==> config.mk <==
export PLATFORM = sky130hd
export DESIGN_NAME = sdms_top
export DESIGN_NICKNAME = d
export VERILOG_FILES = /design/src/common/sdms_pkg.sv /design/src/rtl/sdms_top.sv /design/src/rtl/sdms_cmd_sel.sv /design/src/rtl/sdms_mon_mux.sv
export VERILOG_INCLUDE_DIRS = /design/src /design/src/common
export SDC_FILE = /design/constraint.sdc
export NUM_CORES = 1
export LEC_CHECK = 0
export BUFFER_PORTS_ARGS = -buffer_cell sky130_fd_sc_hd__buf_2
export CAP_MARGIN = 20
export CORE_AREA = 2 2 167 169
export CTS_CLUSTER_SIZE = 28
export DETAILED_ROUTE_END_ITERATION = 8
export DIE_AREA = 0 0 169 171
export GPL_ROUTABILITY_DRIVEN = 0
export SLEW_MARGIN = 10
export SYNTH_ARGS = -nofsm -noshare
export SYNTH_HDL_FRONTEND = slang
export SYNTH_SLANG_ARGS = --single-unit
==> constraint.sdc <==
create_clock -name clk -period 4.9 [get_ports clk]
set_clock_uncertainty 0.15 [all_clocks]
set_input_delay 1.225 -clock clk [delete_from_list [all_inputs] [get_ports clk]]
set_output_delay 1.225 -clock clk [all_outputs]
set_load 0.02 [all_outputs]
==> src/common/sdms_defs.svh <==
`ifndef SDMS_DEFS_SVH
`define SDMS_DEFS_SVH
`define SDMS_MODE_PT_S 8'h06
`define SDMS_MODE_PT_T 8'h07
`define SDMS_MODE_S_T 8'h0a
`define SDMS_MON_SEL_OFFSET 16'h0006
`define SDMS_MON_SEL_RESET 16'h0000
`define SDMS_MON_SEL_MASK 16'h0077
`define SDMS_MON1_LSB 4
`define SDMS_MON2_LSB 0
`define SDMS_LIM_SPD_EN_BIT 0
`define SDMS_LIM_TRQ_EN_BIT 1
`define SDMS_MON_RESERVED_MIN 3'h6
`endif

==> src/common/sdms_pkg.sv <==
package sdms_pkg;
  typedef enum logic [1:0] {
    SDMS_CTRL_POS,
    SDMS_CTRL_SPD,
    SDMS_CTRL_TRQ
  } sdms_ctrl_t;
  typedef enum logic [2:0] {
    SDMS_MON_SPEED,
    SDMS_MON_TORQUE,
    SDMS_MON_PULSE_FREQ,
    SDMS_MON_SPEED_CMD,
    SDMS_MON_TORQUE_CMD,
    SDMS_MON_BUS_VOLT,
    SDMS_MON_RSVD6,
    SDMS_MON_RSVD7
  } sdms_mon_src_t;
endpackage

==> src/rtl/sdms_top.sv <==
`timescale 1ns/1ns
`include "sdms_defs.svh"
// Summary of operation
// - dual modes 06, 07, 0A chosen by input
// - no zero-command variants inside dual modes
// - pos/speed: pulse position, analog or preset speed
// - speed/torque: select pairs pick analog or preset
// - select on means torque, off means speed
// - return to torque immediately, no delay
// - pos/torque: pulse position, analog or preset torque
// - max speed parameter caps speed everywhere
// - speed limit sourced like speed command
// - speed limit only torque mode, when enabled
// - speed-select pair picks limit, else analog
// - torque limit sourced like torque command
// - torque limit only position and speed modes
// - torque enable bit validates torque-select inputs
// - torque-select pair picks limit, else analog
// - two monitor channels, select 00 to 77
// - selects off: analog or zero; else presets
// - monitor digit codes 0 to 5, 6-7 reserved
module sdms_top #(
  parameter int W = 16
) (
  // clock and reset
  input wire logic clk,
  input wire logic reset_n,
  // mode configuration
  input wire logic [7:0] control_mode,
  input wire logic zero_speed_variant,
  input wire logic zero_torque_variant,
  input wire logic [1:0] limit_enable_config,
  input wire logic signed [W-1:0] max_speed_param,
  // digital inputs from the controller
  input wire logic mode_switch_in,
  input wire logic [1:0] speed_preset_sel,
  input wire logic [1:0] torque_preset_sel,
  // command sources
  input wire logic signed [W-1:0] pulse_position_cmd,
  input wire logic signed [W-1:0] analog_speed_in,
  input wire logic signed [W-1:0] analog_torque_in,
  input wire logic signed [W-1:0] speed_preset_params_0,
  input wire logic signed [W-1:0] speed_preset_params_1,
  input wire logic signed [W-1:0] speed_preset_params_2,
  input wire logic signed [W-1:0] torque_preset_params_0,
  input wire logic signed [W-1:0] torque_preset_params_1,
  input wire logic signed [W-1:0] torque_preset_params_2,
  // monitor sources
  input wire logic signed [W-1:0] motor_speed,
  input wire logic signed [W-1:0] motor_torque,
  input wire logic signed [W-1:0] pulse_freq,
  input wire logic signed [W-1:0] bus_volt,
  // parameter port
  input wire logic param_wr,
  input wire logic [15:0] param_addr,
  input wire logic [15:0] param_wdata,
  output logic [15:0] param_rdata,
  // results
  output sdms_pkg::sdms_ctrl_t active_mode,
  output logic pulse_position_mode,
  output logic signed [W-1:0] position_cmd,
  output logic signed [W-1:0] speed_cmd,
  output logic signed [W-1:0] torque_cmd,
  output logic signed [W-1:0] speed_limit,
  output logic speed_limit_active,
  output logic signed [W-1:0] torque_limit,
  output logic torque_limit_active,
  output logic signed [W-1:0] max_speed_limit,
  output logic signed [W-1:0] monitor1,
  output logic signed [W-1:0] monitor2
);
  import sdms_pkg::*;
  logic rst_s1_r;
  logic rst_s2_r;
  logic [4:0] din_s1_r;
  logic [4:0] din_s2_r;
  logic [15:0] mon_sel_r;
  logic [15:0] mon_sel_nxt;
  sdms_ctrl_t mode_r;
  sdms_ctrl_t mode_nxt;
  logic signed [W-1:0] pos_r;
  logic signed [W-1:0] spd_r;
  logic signed [W-1:0] trq_r;
  logic signed [W-1:0] spd_lim_r;
  logic signed [W-1:0] trq_lim_r;
  logic spd_lim_act_r;
  logic trq_lim_act_r;
  logic signed [W-1:0] mon1_r;
  logic signed [W-1:0] mon2_r;
  logic ppm_r;
  logic signed [W-1:0] msl_r;

  // reset release through two flops
  // assertion stays asynchronous so the outputs other than max_speed_limit take their reset values without a clock (pulse_position_mode sets, the rest clear)
  always_ff @(posedge clk or negedge reset_n) begin
    if (!reset_n) begin
      rst_s1_r <= 1'b0;
      rst_s2_r <= 1'b0;
    end else begin
      rst_s1_r <= 1'b1;
      rst_s2_r <= rst_s1_r;
    end
  end

  wire rst_n = rst_s2_r;

  // digital inputs are pins: two flops before use
  always_ff @(posedge clk or negedge rst_n) begin
    if (!rst_n) begin
      din_s1_r <= 5'h00;
      din_s2_r <= 5'h00;
    end else begin
      din_s1_r <= {mode_switch_in, speed_preset_sel, torque_preset_sel};
      din_s2_r <= din_s1_r;
    end
  end

  wire sw_on = din_s2_r[4];
  wire [1:0] spd_sel = din_s2_r[3:2];
  wire [1:0] trq_sel = din_s2_r[1:0];

  wire is_pt_s = (control_mode == `SDMS_MODE_PT_S);
  wire is_pt_t = (control_mode == `SDMS_MODE_PT_T);
  wire is_s_t = (control_mode == `SDMS_MODE_S_T);
  wire is_dual = is_pt_s | is_pt_t | is_s_t;
  // any other code is a single mode: the mode register then holds

  // dual modes never use the zero-command variants
  wire spd_zero = zero_speed_variant & ~is_dual;
  wire trq_zero = zero_torque_variant & ~is_dual;

  // mode decision is combinational so a switch lands on the next update
  always_comb begin
    mode_nxt = mode_r;
    case (1'b1)
      is_pt_s: mode_nxt = sw_on ? SDMS_CTRL_SPD : SDMS_CTRL_POS;
      is_pt_t: mode_nxt = sw_on ? SDMS_CTRL_TRQ : SDMS_CTRL_POS;
      is_s_t: mode_nxt = sw_on ? SDMS_CTRL_TRQ : SDMS_CTRL_SPD;
      default: mode_nxt = mode_r;
    endcase
  end

  wire signed [W-1:0] spd_src;
  wire signed [W-1:0] trq_src;

  // speed command, also the speed limit source
  sdms_cmd_sel #(.W(W)) u_spd_sel (
    .sel(spd_sel),
    .zero_variant(spd_zero),
    .analog_in(analog_speed_in),
    .preset0(speed_preset_params_0),
    .preset1(speed_preset_params_1),
    .preset2(speed_preset_params_2),
    .cmd(spd_src)
  );

  // torque command, also the torque limit source
  sdms_cmd_sel #(.W(W)) u_trq_sel (
    .sel(trq_sel),
    .zero_variant(trq_zero),
    .analog_in(analog_torque_in),
    .preset0(torque_preset_params_0),
    .preset1(torque_preset_params_1),
    .preset2(torque_preset_params_2),
    .cmd(trq_src)
  );

  // limits gate on mode and enable bits
  wire spd_lim_en = limit_enable_config[`SDMS_LIM_SPD_EN_BIT];
  wire trq_lim_en = limit_enable_config[`SDMS_LIM_TRQ_EN_BIT];
  wire spd_lim_act_nxt = spd_lim_en & (mode_nxt == SDMS_CTRL_TRQ);
  wire trq_lim_act_nxt = trq_lim_en & (mode_nxt != SDMS_CTRL_TRQ);
  // disabled torque limit ignores the selects: analog passes as plain limit
  wire signed [W-1:0] trq_lim_nxt = trq_lim_en ? trq_src : analog_torque_in;

  // magnitude clamp by max speed
  // both signs clamped, so a reversed command cannot exceed the cap
  wire signed [W-1:0] spd_neg_max = -max_speed_param;
  wire signed [W-1:0] spd_clamped = (spd_src > max_speed_param) ? max_speed_param :
                                    (spd_src < spd_neg_max) ? spd_neg_max : spd_src;

  // in dual modes only the current command source is updated; single modes always update speed and torque
  wire upd_pos = (mode_nxt == SDMS_CTRL_POS);
  wire upd_spd = (mode_nxt == SDMS_CTRL_SPD) | ~is_dual;
  wire upd_trq = (mode_nxt == SDMS_CTRL_TRQ) | ~is_dual;

  // idle commands hold so a switch back resumes from the last value
  wire signed [W-1:0] pos_nxt = upd_pos ? pulse_position_cmd : pos_r;
  wire signed [W-1:0] spd_nxt = upd_spd ? spd_clamped : spd_r;
  wire signed [W-1:0] trq_nxt = upd_trq ? trq_src : trq_r;
  // speed limit shares the clamped speed source
  wire signed [W-1:0] spd_lim_nxt = spd_clamped;
  // flag taken from the next mode so it never lags active_mode
  wire ppm_nxt = (mode_nxt == SDMS_CTRL_POS);

  // monitor select register, reserved bits held at zero
  // bits outside the two digits always read back as zero
  wire mon_hit = param_wr & (param_addr == `SDMS_MON_SEL_OFFSET);
  assign mon_sel_nxt = mon_hit ? (param_wdata & `SDMS_MON_SEL_MASK) : mon_sel_r;

  wire [2:0] mon1_src = mon_sel_r[`SDMS_MON1_LSB +: 3];
  wire [2:0] mon2_src = mon_sel_r[`SDMS_MON2_LSB +: 3];
  wire signed [W-1:0] mon1_val;
  wire signed [W-1:0] mon2_val;

  sdms_mon_mux #(.W(W)) u_mon1 (
    .src(mon1_src),
    .motor_speed(motor_speed),
    .motor_torque(motor_torque),
    .pulse_freq(pulse_freq),
    .speed_cmd(spd_r),
    .torque_cmd(trq_r),
    .bus_volt(bus_volt),
    .value(mon1_val)
  );

  sdms_mon_mux #(.W(W)) u_mon2 (
    .src(mon2_src),
    .motor_speed(motor_speed),
    .motor_torque(motor_torque),
    .pulse_freq(pulse_freq),
    .speed_cmd(spd_r),
    .torque_cmd(trq_r),
    .bus_volt(bus_volt),
    .value(mon2_val)
  );

  always_ff @(posedge clk or negedge rst_n) begin
    if (!rst_n) begin
      mode_r <= SDMS_CTRL_POS;
      mon_sel_r <= `SDMS_MON_SEL_RESET;
    end else begin
      mode_r <= mode_nxt;
      mon_sel_r <= mon_sel_nxt;
    end
  end

  always_ff @(posedge clk or negedge rst_n) begin
    if (!rst_n) begin
      pos_r <= '0;
      spd_r <= '0;
      trq_r <= '0;
    end else begin
      pos_r <= pos_nxt;
      spd_r <= spd_nxt;
      trq_r <= trq_nxt;
    end
  end

  always_ff @(posedge clk or negedge rst_n) begin
    if (!rst_n) begin
      spd_lim_r <= '0;
      trq_lim_r <= '0;
      spd_lim_act_r <= 1'b0;
      trq_lim_act_r <= 1'b0;
    end else begin
      spd_lim_r <= spd_lim_nxt;
      trq_lim_r <= trq_lim_nxt;
      spd_lim_act_r <= spd_lim_act_nxt;
      trq_lim_act_r <= trq_lim_act_nxt;
    end
  end

  always_ff @(posedge clk or negedge rst_n) begin
    if (!rst_n) begin
      mon1_r <= '0;
      mon2_r <= '0;
    end else begin
      mon1_r <= mon1_val;
      mon2_r <= mon2_val;
    end
  end

  // flag registered alongside the mode it mirrors
  always_ff @(posedge clk or negedge rst_n) begin
    if (!rst_n) begin
      ppm_r <= 1'b1;
    end else begin
      ppm_r <= ppm_nxt;
    end
  end

  // no reset: the cap follows its parameter from the first edge on
  always_ff @(posedge clk) begin
    msl_r <= max_speed_param;
  end

  assign active_mode = mode_r;
  assign pulse_position_mode = ppm_r;
  assign position_cmd = pos_r;
  assign speed_cmd = spd_r;
  assign torque_cmd = trq_r;
  assign speed_limit = spd_lim_r;
  assign speed_limit_active = spd_lim_act_r;
  assign torque_limit = trq_lim_r;
  assign torque_limit_active = trq_lim_act_r;
  assign max_speed_limit = msl_r;
  assign monitor1 = mon1_r;
  assign monitor2 = mon2_r;
  // reads of anything but the monitor select return zero
  assign param_rdata = (param_addr == `SDMS_MON_SEL_OFFSET) ? mon_sel_r : 16'h0000;
endmodule

==> src/rtl/sdms_cmd_sel.sv <==
`timescale 1ns/1ns
`include "sdms_defs.svh"
module sdms_cmd_sel #(
  parameter int W = 16
) (
  // selection
  input wire logic [1:0] sel,
  input wire logic zero_variant,
  // sources
  input wire logic signed [W-1:0] analog_in,
  input wire logic signed [W-1:0] preset0,
  input wire logic signed [W-1:0] preset1,
  input wire logic signed [W-1:0] preset2,
  // result
  output logic signed [W-1:0] cmd
);
  // both selects off picks analog, or zero in the zero variant
  assign cmd = (sel == 2'b00) ? (zero_variant ? '0 : analog_in) :
               (sel == 2'b01) ? preset0 :
               (sel == 2'b10) ? preset1 : preset2;
endmodule

==> src/rtl/sdms_mon_mux.sv <==
`timescale 1ns/1ns
`include "sdms_defs.svh"
module sdms_mon_mux #(
  parameter int W = 16
) (
  // source code
  input wire logic [2:0] src,
  // candidate values
  input wire logic signed [W-1:0] motor_speed,
  input wire logic signed [W-1:0] motor_torque,
  input wire logic signed [W-1:0] pulse_freq,
  input wire logic signed [W-1:0] speed_cmd,
  input wire logic signed [W-1:0] torque_cmd,
  input wire logic signed [W-1:0] bus_volt,
  // selected value
  output logic signed [W-1:0] value
);
  import sdms_pkg::*;
  // reserved codes drive zero rather than a stale source
  always_comb begin
    case (sdms_mon_src_t'(src))
      SDMS_MON_SPEED: value = motor_speed;
      SDMS_MON_TORQUE: value = motor_torque;
      SDMS_MON_PULSE_FREQ: value = pulse_freq;
      SDMS_MON_SPEED_CMD: value = speed_cmd;
      SDMS_MON_TORQUE_CMD: value = torque_cmd;
      SDMS_MON_BUS_VOLT: value = bus_volt;
      default: value = '0;
    endcase
  end
endmodule

==> flow_results.xml <==
<?xml version="1.0" encoding="UTF-8"?>
<metrics>
  <group name="power">
    <metric name="power_per_cell_area" unit="nW/µm²">326.3</metric>
    <metric name="p_leak" unit="µW">0.006203</metric>
    <metric name="power_switching" unit="µW">1444</metric>
    <metric name="clockPowerShare" unit="">0.321</metric>
    <metric name="ir_worst_vdd" unit="µV">155.7</metric>
    <metric name="p_int" unit="µW">2776</metric>
    <metric name="power_share_of_the_combinational_group" unit="">0.306</metric>
    <metric name="power.share.sequential" unit="">0.374</metric>
    <metric name="sw_frac_of_total" unit="">0.3422</metric>
  </group>
  <group name="placed_design">
    <metric name="dp_slack" unit="ns">-0.5569</metric>
    <metric name="hpwl" unit="µm">27080</metric>
    <metric name="numPlacedInstances" unit="">1696</metric>
    <metric name="port_buffers" unit="">404</metric>
  </group>
  <group name="setup_path">
    <metric name="setup.worst_path.end" unit="">speed_cmd[6]$_DFFE_PN0P_</metric>
    <metric name="timing.rr.start" unit="">din_s2_r[2]$_DFF_PN0_</metric>
    <metric name="setup.worst_path.end_class" unit="">flip-flop</metric>
    <metric name="timing_worst_setup_path_type" unit="">input pin to flip-flop</metric>
    <metric name="reg2reg_setup_slack" unit="ns">0.89</metric>
    <metric name="crit-reg2reg-capture" unit="">speed_cmd[8]$_DFFE_PN0P_</metric>
    <metric name="cp_max_fo" unit="">6</metric>
    <metric name="launch_point_of_the_critical_path" unit="">control_mode[5]</metric>
    <metric name="reg2regPathDepth" unit="">17</metric>
    <metric name="critical_path_required" unit="ns">5.09</metric>
    <metric name="critical_path.startpoint_type" unit="">input pin</metric>
    <metric name="timing.critical_path.arrival" unit="ns">5.01</metric>
  </group>
  <group name="timing">
    <metric name="fin_tns_setup" unit="ns">0</metric>
    <metric name="period_share" unit="">0.9825</metric>
    <metric name="timing.max_slew.rel_slack" unit="">0.3254</metric>
    <metric name="pnr_worst_setup_slack" unit="ns">0.08577</metric>
    <metric name="max_freq" unit="MHz">207.7</metric>
    <metric name="holdWs" unit="ns">0.1985</metric>
    <metric name="final.min_clock_period" unit="ns">4.814</metric>
    <metric name="timing.final.hold_violations" unit="">0</metric>
    <metric name="timing.final.max_slew_violations" unit="">0</metric>
    <metric name="final_setup_fails" unit="">0</metric>
    <metric name="max_slew.worst_pin.slew" unit="ns">1.010</metric>
    <metric name="rsz0062_at_grt" unit="">true</metric>
  </group>
  <group name="drt">
    <metric name="wl_met3" unit="µm">2485</metric>
    <metric name="wl_met1" unit="µm">13590</metric>
    <metric name="wl_met2" unit="µm">16780</metric>
    <metric name="top_signal_layer_used" unit="">met5</metric>
    <metric name="route.detailed.wl_per_inst" unit="µm">19.59</metric>
    <metric name="ant_nets" unit="">0</metric>
    <metric name="detail_route.vias_per_cell" unit="">5.343</metric>
    <metric name="firstDrtPassIters" unit="">5</metric>
    <metric name="drtIter0Drc" unit="">812</metric>
    <metric name="routed-via-count" unit="">9280</metric>
    <metric name="detail_route.wirelength" unit="µm">34030</metric>
    <metric name="drc_errors" unit="">0</metric>
  </group>
  <group name="clock_tree">
    <metric name="clock_insertion_delay_worst_skew" unit="ns">0.43</metric>
    <metric name="maximum_level_of_the_cts_h_tree" unit="">4</metric>
    <metric name="cts-root-buf" unit="">sky130_fd_sc_hd__clkbuf_16</metric>
    <metric name="clock_tree_from_tritoncts" unit="">done</metric>
    <metric name="max-clock-path-buffers" unit="">2</metric>
    <metric name="cts_inserted_buffers" unit="">17</metric>
    <metric name="postCtsHoldBufs" unit="">0</metric>
    <metric name="cts.sink_count" unit="">151</metric>
    <metric name="cts.clk_slew.worst_paths" unit="ns">0.06</metric>
  </group>
  <group name="synthesis">
    <metric name="synth.yosys.warnings" unit="">0</metric>
    <metric name="synth.avg_cell_area" unit="µm²">10.01</metric>
    <metric name="number_of_flops_mapped_to_enable_cells_by_yosys" unit="">0</metric>
    <metric name="synth_area" unit="µm²">9042</metric>
    <metric name="synth_cells" unit="">903</metric>
    <metric name="post_synth_num_cell_types" unit="">73</metric>
    <metric name="synth.ff_latch_count" unit="">151</metric>
    <metric name="yosysSeqAreaShare" unit="">0.4092</metric>
    <metric name="ys_async_sr_fraction" unit="">0.8940</metric>
    <metric name="postSynth.topFlopCell" unit="">sky130_fd_sc_hd__dfrtp_1</metric>
  </group>
  <group name="floorplanning">
    <metric name="floorplan.rows" unit="">61</metric>
    <metric name="die_h" unit="µm">171</metric>
    <metric name="die-width" unit="µm">169</metric>
    <metric name="initial_utilization" unit="">0.3309</metric>
    <metric name="core_area" unit="µm²">27320</metric>
    <metric name="die_area" unit="µm²">28900</metric>
    <metric name="floorplan.io_pins" unit="">425</metric>
  </group>
  <group name="global_route">
    <metric name="grt_pass1_vias" unit="">8938</metric>
    <metric name="grt_overflow" unit="">0</metric>
    <metric name="grt_start_max_net_pins" unit="">54</metric>
    <metric name="grt_pass1_wl" unit="µm">50630</metric>
    <metric name="grt_antenna_before_repair" unit="">3</metric>
    <metric name="grt_util_all_layers" unit="">0.2304</metric>
  </group>
  <group name="final_layout">
    <metric name="multiInputGateArea" unit="µm²">5107</metric>
    <metric name="sequential_cell_area" unit="µm²">3705</metric>
    <metric name="fillerInstances" unit="">2661</metric>
    <metric name="final_layout_size_suffix_gt1_frac" unit="">0.4716</metric>
    <metric name="instances_no_fill" unit="">1737</metric>
    <metric name="layout.nets" unit="">1683</metric>
    <metric name="syn2layout_area_growth" unit="%">43.02</metric>
  </group>
  <group name="worst_hold_path">
    <metric name="worstHoldStart" unit="">din_s1_r[1]$_DFF_PN0_</metric>
    <metric name="holdCritPathClass" unit="">flip-flop to flip-flop</metric>
  </group>
  <group name="run">
    <metric name="cap_violations" unit="">0</metric>
  </group>
  <group name="run_status">
    <metric name="run_status" unit="">complete, no violations</metric>
  </group>
</metrics>
## Yosys cell counts (all sizes together) (3+ instances only)
master  number  area [µm²]
mux2i       66       660.6
o221ai      16       140.1
xnor2       10       87.58
a221oi      16       140.1
o21ai       14       70.07
nand2       33       123.9
nand2b      10       62.56
and2         9       56.30
o21a         4       30.03
a211oi       4       35.03
nor4         5       37.53
mux2        47       533.0
a22o        34       297.8
nor2        68       255.2
or3          3       18.77
nand4        4       25.02
o22ai       23       143.9
buf         29       176.4
dfrtp      134        3353
a21o         8       60.06
inv         40       150.1
o41ai        4       35.03
nor2b       15       93.84
a22oi       18       148.9
o211ai       5       37.54
and3         4       25.02
ha          31       387.9
or2          4       25.02
mux4        11       247.7
dfxtp       16       320.3
nand3       16       80.08
and4         4       35.03
clkbuf      45       170.2
a31oi       17       106.4
a21oi       81       420.4
nor3        12       60.06
a221o        6       60.06
or4          4       33.78
## cell usage in the layout, fill, tap and decap left out, types with 17 or more instances in the layout
master                      count
sky130_fd_sc_hd__a21oi_1       76
sky130_fd_sc_hd__a22o_1        34
sky130_fd_sc_hd__a22oi_1       17
sky130_fd_sc_hd__a31oi_1       17
sky130_fd_sc_hd__buf_2        404
sky130_fd_sc_hd__buf_4        110
sky130_fd_sc_hd__clkbuf_16     18
sky130_fd_sc_hd__dfrtp_1      132
sky130_fd_sc_hd__ha_1          28
sky130_fd_sc_hd__inv_1         39
sky130_fd_sc_hd__mux2_2        45
sky130_fd_sc_hd__mux2i_1       64
sky130_fd_sc_hd__nand2_1       33
sky130_fd_sc_hd__nor2_1        67
sky130_fd_sc_hd__o22ai_1       23
## flip-flops by register name (all words and copies together) (netlist names)
register	flops
pulse_position_mode	1
din_s1_r	5
rst_n	1
torque_limit_active	1
torque_limit	16
speed_cmd	16
speed_limit	16
monitor2	16
mon_sel_r	6
max_speed_limit	16
speed_limit_active	1
din_s2_r	5
position_cmd	16
monitor1	16
torque_cmd	16
rst_s1_r	1
active_mode	2
## worst max-delay path, cell delays in order
cell and delay, ns:
sky130_fd_sc_hd__buf_2 0.10, sky130_fd_sc_hd__or3b_4 0.39, sky130_fd_sc_hd__or4_4 0.45, sky130_fd_sc_hd__a21oi_4 0.24, sky130_fd_sc_hd__nor2b_4 0.25, sky130_fd_sc_hd__a221o_1 0.25
sky130_fd_sc_hd__ha_1 0.28, sky130_fd_sc_hd__a41oi_2 0.13, sky130_fd_sc_hd__o21ai_1 0.09, sky130_fd_sc_hd__a221o_1 0.34, sky130_fd_sc_hd__or3_4 0.34, sky130_fd_sc_hd__buf_4 0.14
sky130_fd_sc_hd__o211ai_1 0.15, sky130_fd_sc_hd__buf_4 0.19, sky130_fd_sc_hd__buf_6 0.12, sky130_fd_sc_hd__o221ai_1 0.17, sky130_fd_sc_hd__a21oi_1 0.16
## logic make-up after synthesis
family          after synthesis  share of synthesized area
compound gates              273                     0.2139
buf+inv                     115                    0.05535
simple gates                197                     0.1088
mux                         124                     0.1594
fa+ha+maj                    31                    0.04289
other cells                   2                  0.0008305
xor+xnor                     10                   0.009685
flops                       151                     0.4092
## power groups by stage
stage                     logic (µW)  registers, µW  clock network [µW]
after floorplan                  493           1770                   0
after global placement          1230           1600                   0
after detailed placement        1250           1600                   0
after CTS                       1260           1580                1380
after global routing            1390           1600                1440
final                           1290           1580                1350
## metal layers
layer,vias up,track usage
li1,4319,-
met3,50,0.04881
met5,-,0
met1,4463,0.2784
met2,446,0.3956
met4,2,0.1044
## per-stage QoR
stage	util	power (µW)	cell area, µm²
5_1_grt	0.4733	4434	12930
3_3_place_gp	0.4434	2831	12110
6_report	0.4733	4220	12930
3_5_place_dp	0.4434	2854	12110
4_1_cts	0.4662	4223	12740
2_1_floorplan	-	2261	9193
## layout make-up
class | instances | share of cell area
multi-input cells | 646 | 0.3949
flip-flops and latches | 151 | 0.2865
repair buffers | 519 | 0.2263
clock buffers | 18 | 0.03396
well taps | 346 | 0.03348
clock inverters | 14 | 0.01258
inverters | 41 | 0.01190
diodes | 2 | 0.0003870
## worst min-delay path by stage
stage	cells past startpoint	endpoint	slack (ns)
final	0	din_s2_r[1]$_DFF_PN0_	0.20
after global routing	0	din_s2_r[1]$_DFF_PN0_	0.20
after CTS	0	din_s2_r[1]$_DFF_PN0_	0.20
after detailed placement	0	din_s2_r[1]$_DFF_PN0_	0.19
after global placement	0	din_s2_r[1]$_DFF_PN0_	0.18
after floorplan	0	din_s2_r[0]$_DFF_PN0_	0.18
## repair_timing
action                                  CTS  global route
gates cloned                              0             1
endpoints found under the setup margin   17            32
pin swaps                                 2             4
setup buffers                             2             3
resized for setup                         4            28
No activity file was read; power rests on OpenSTA's default activity.
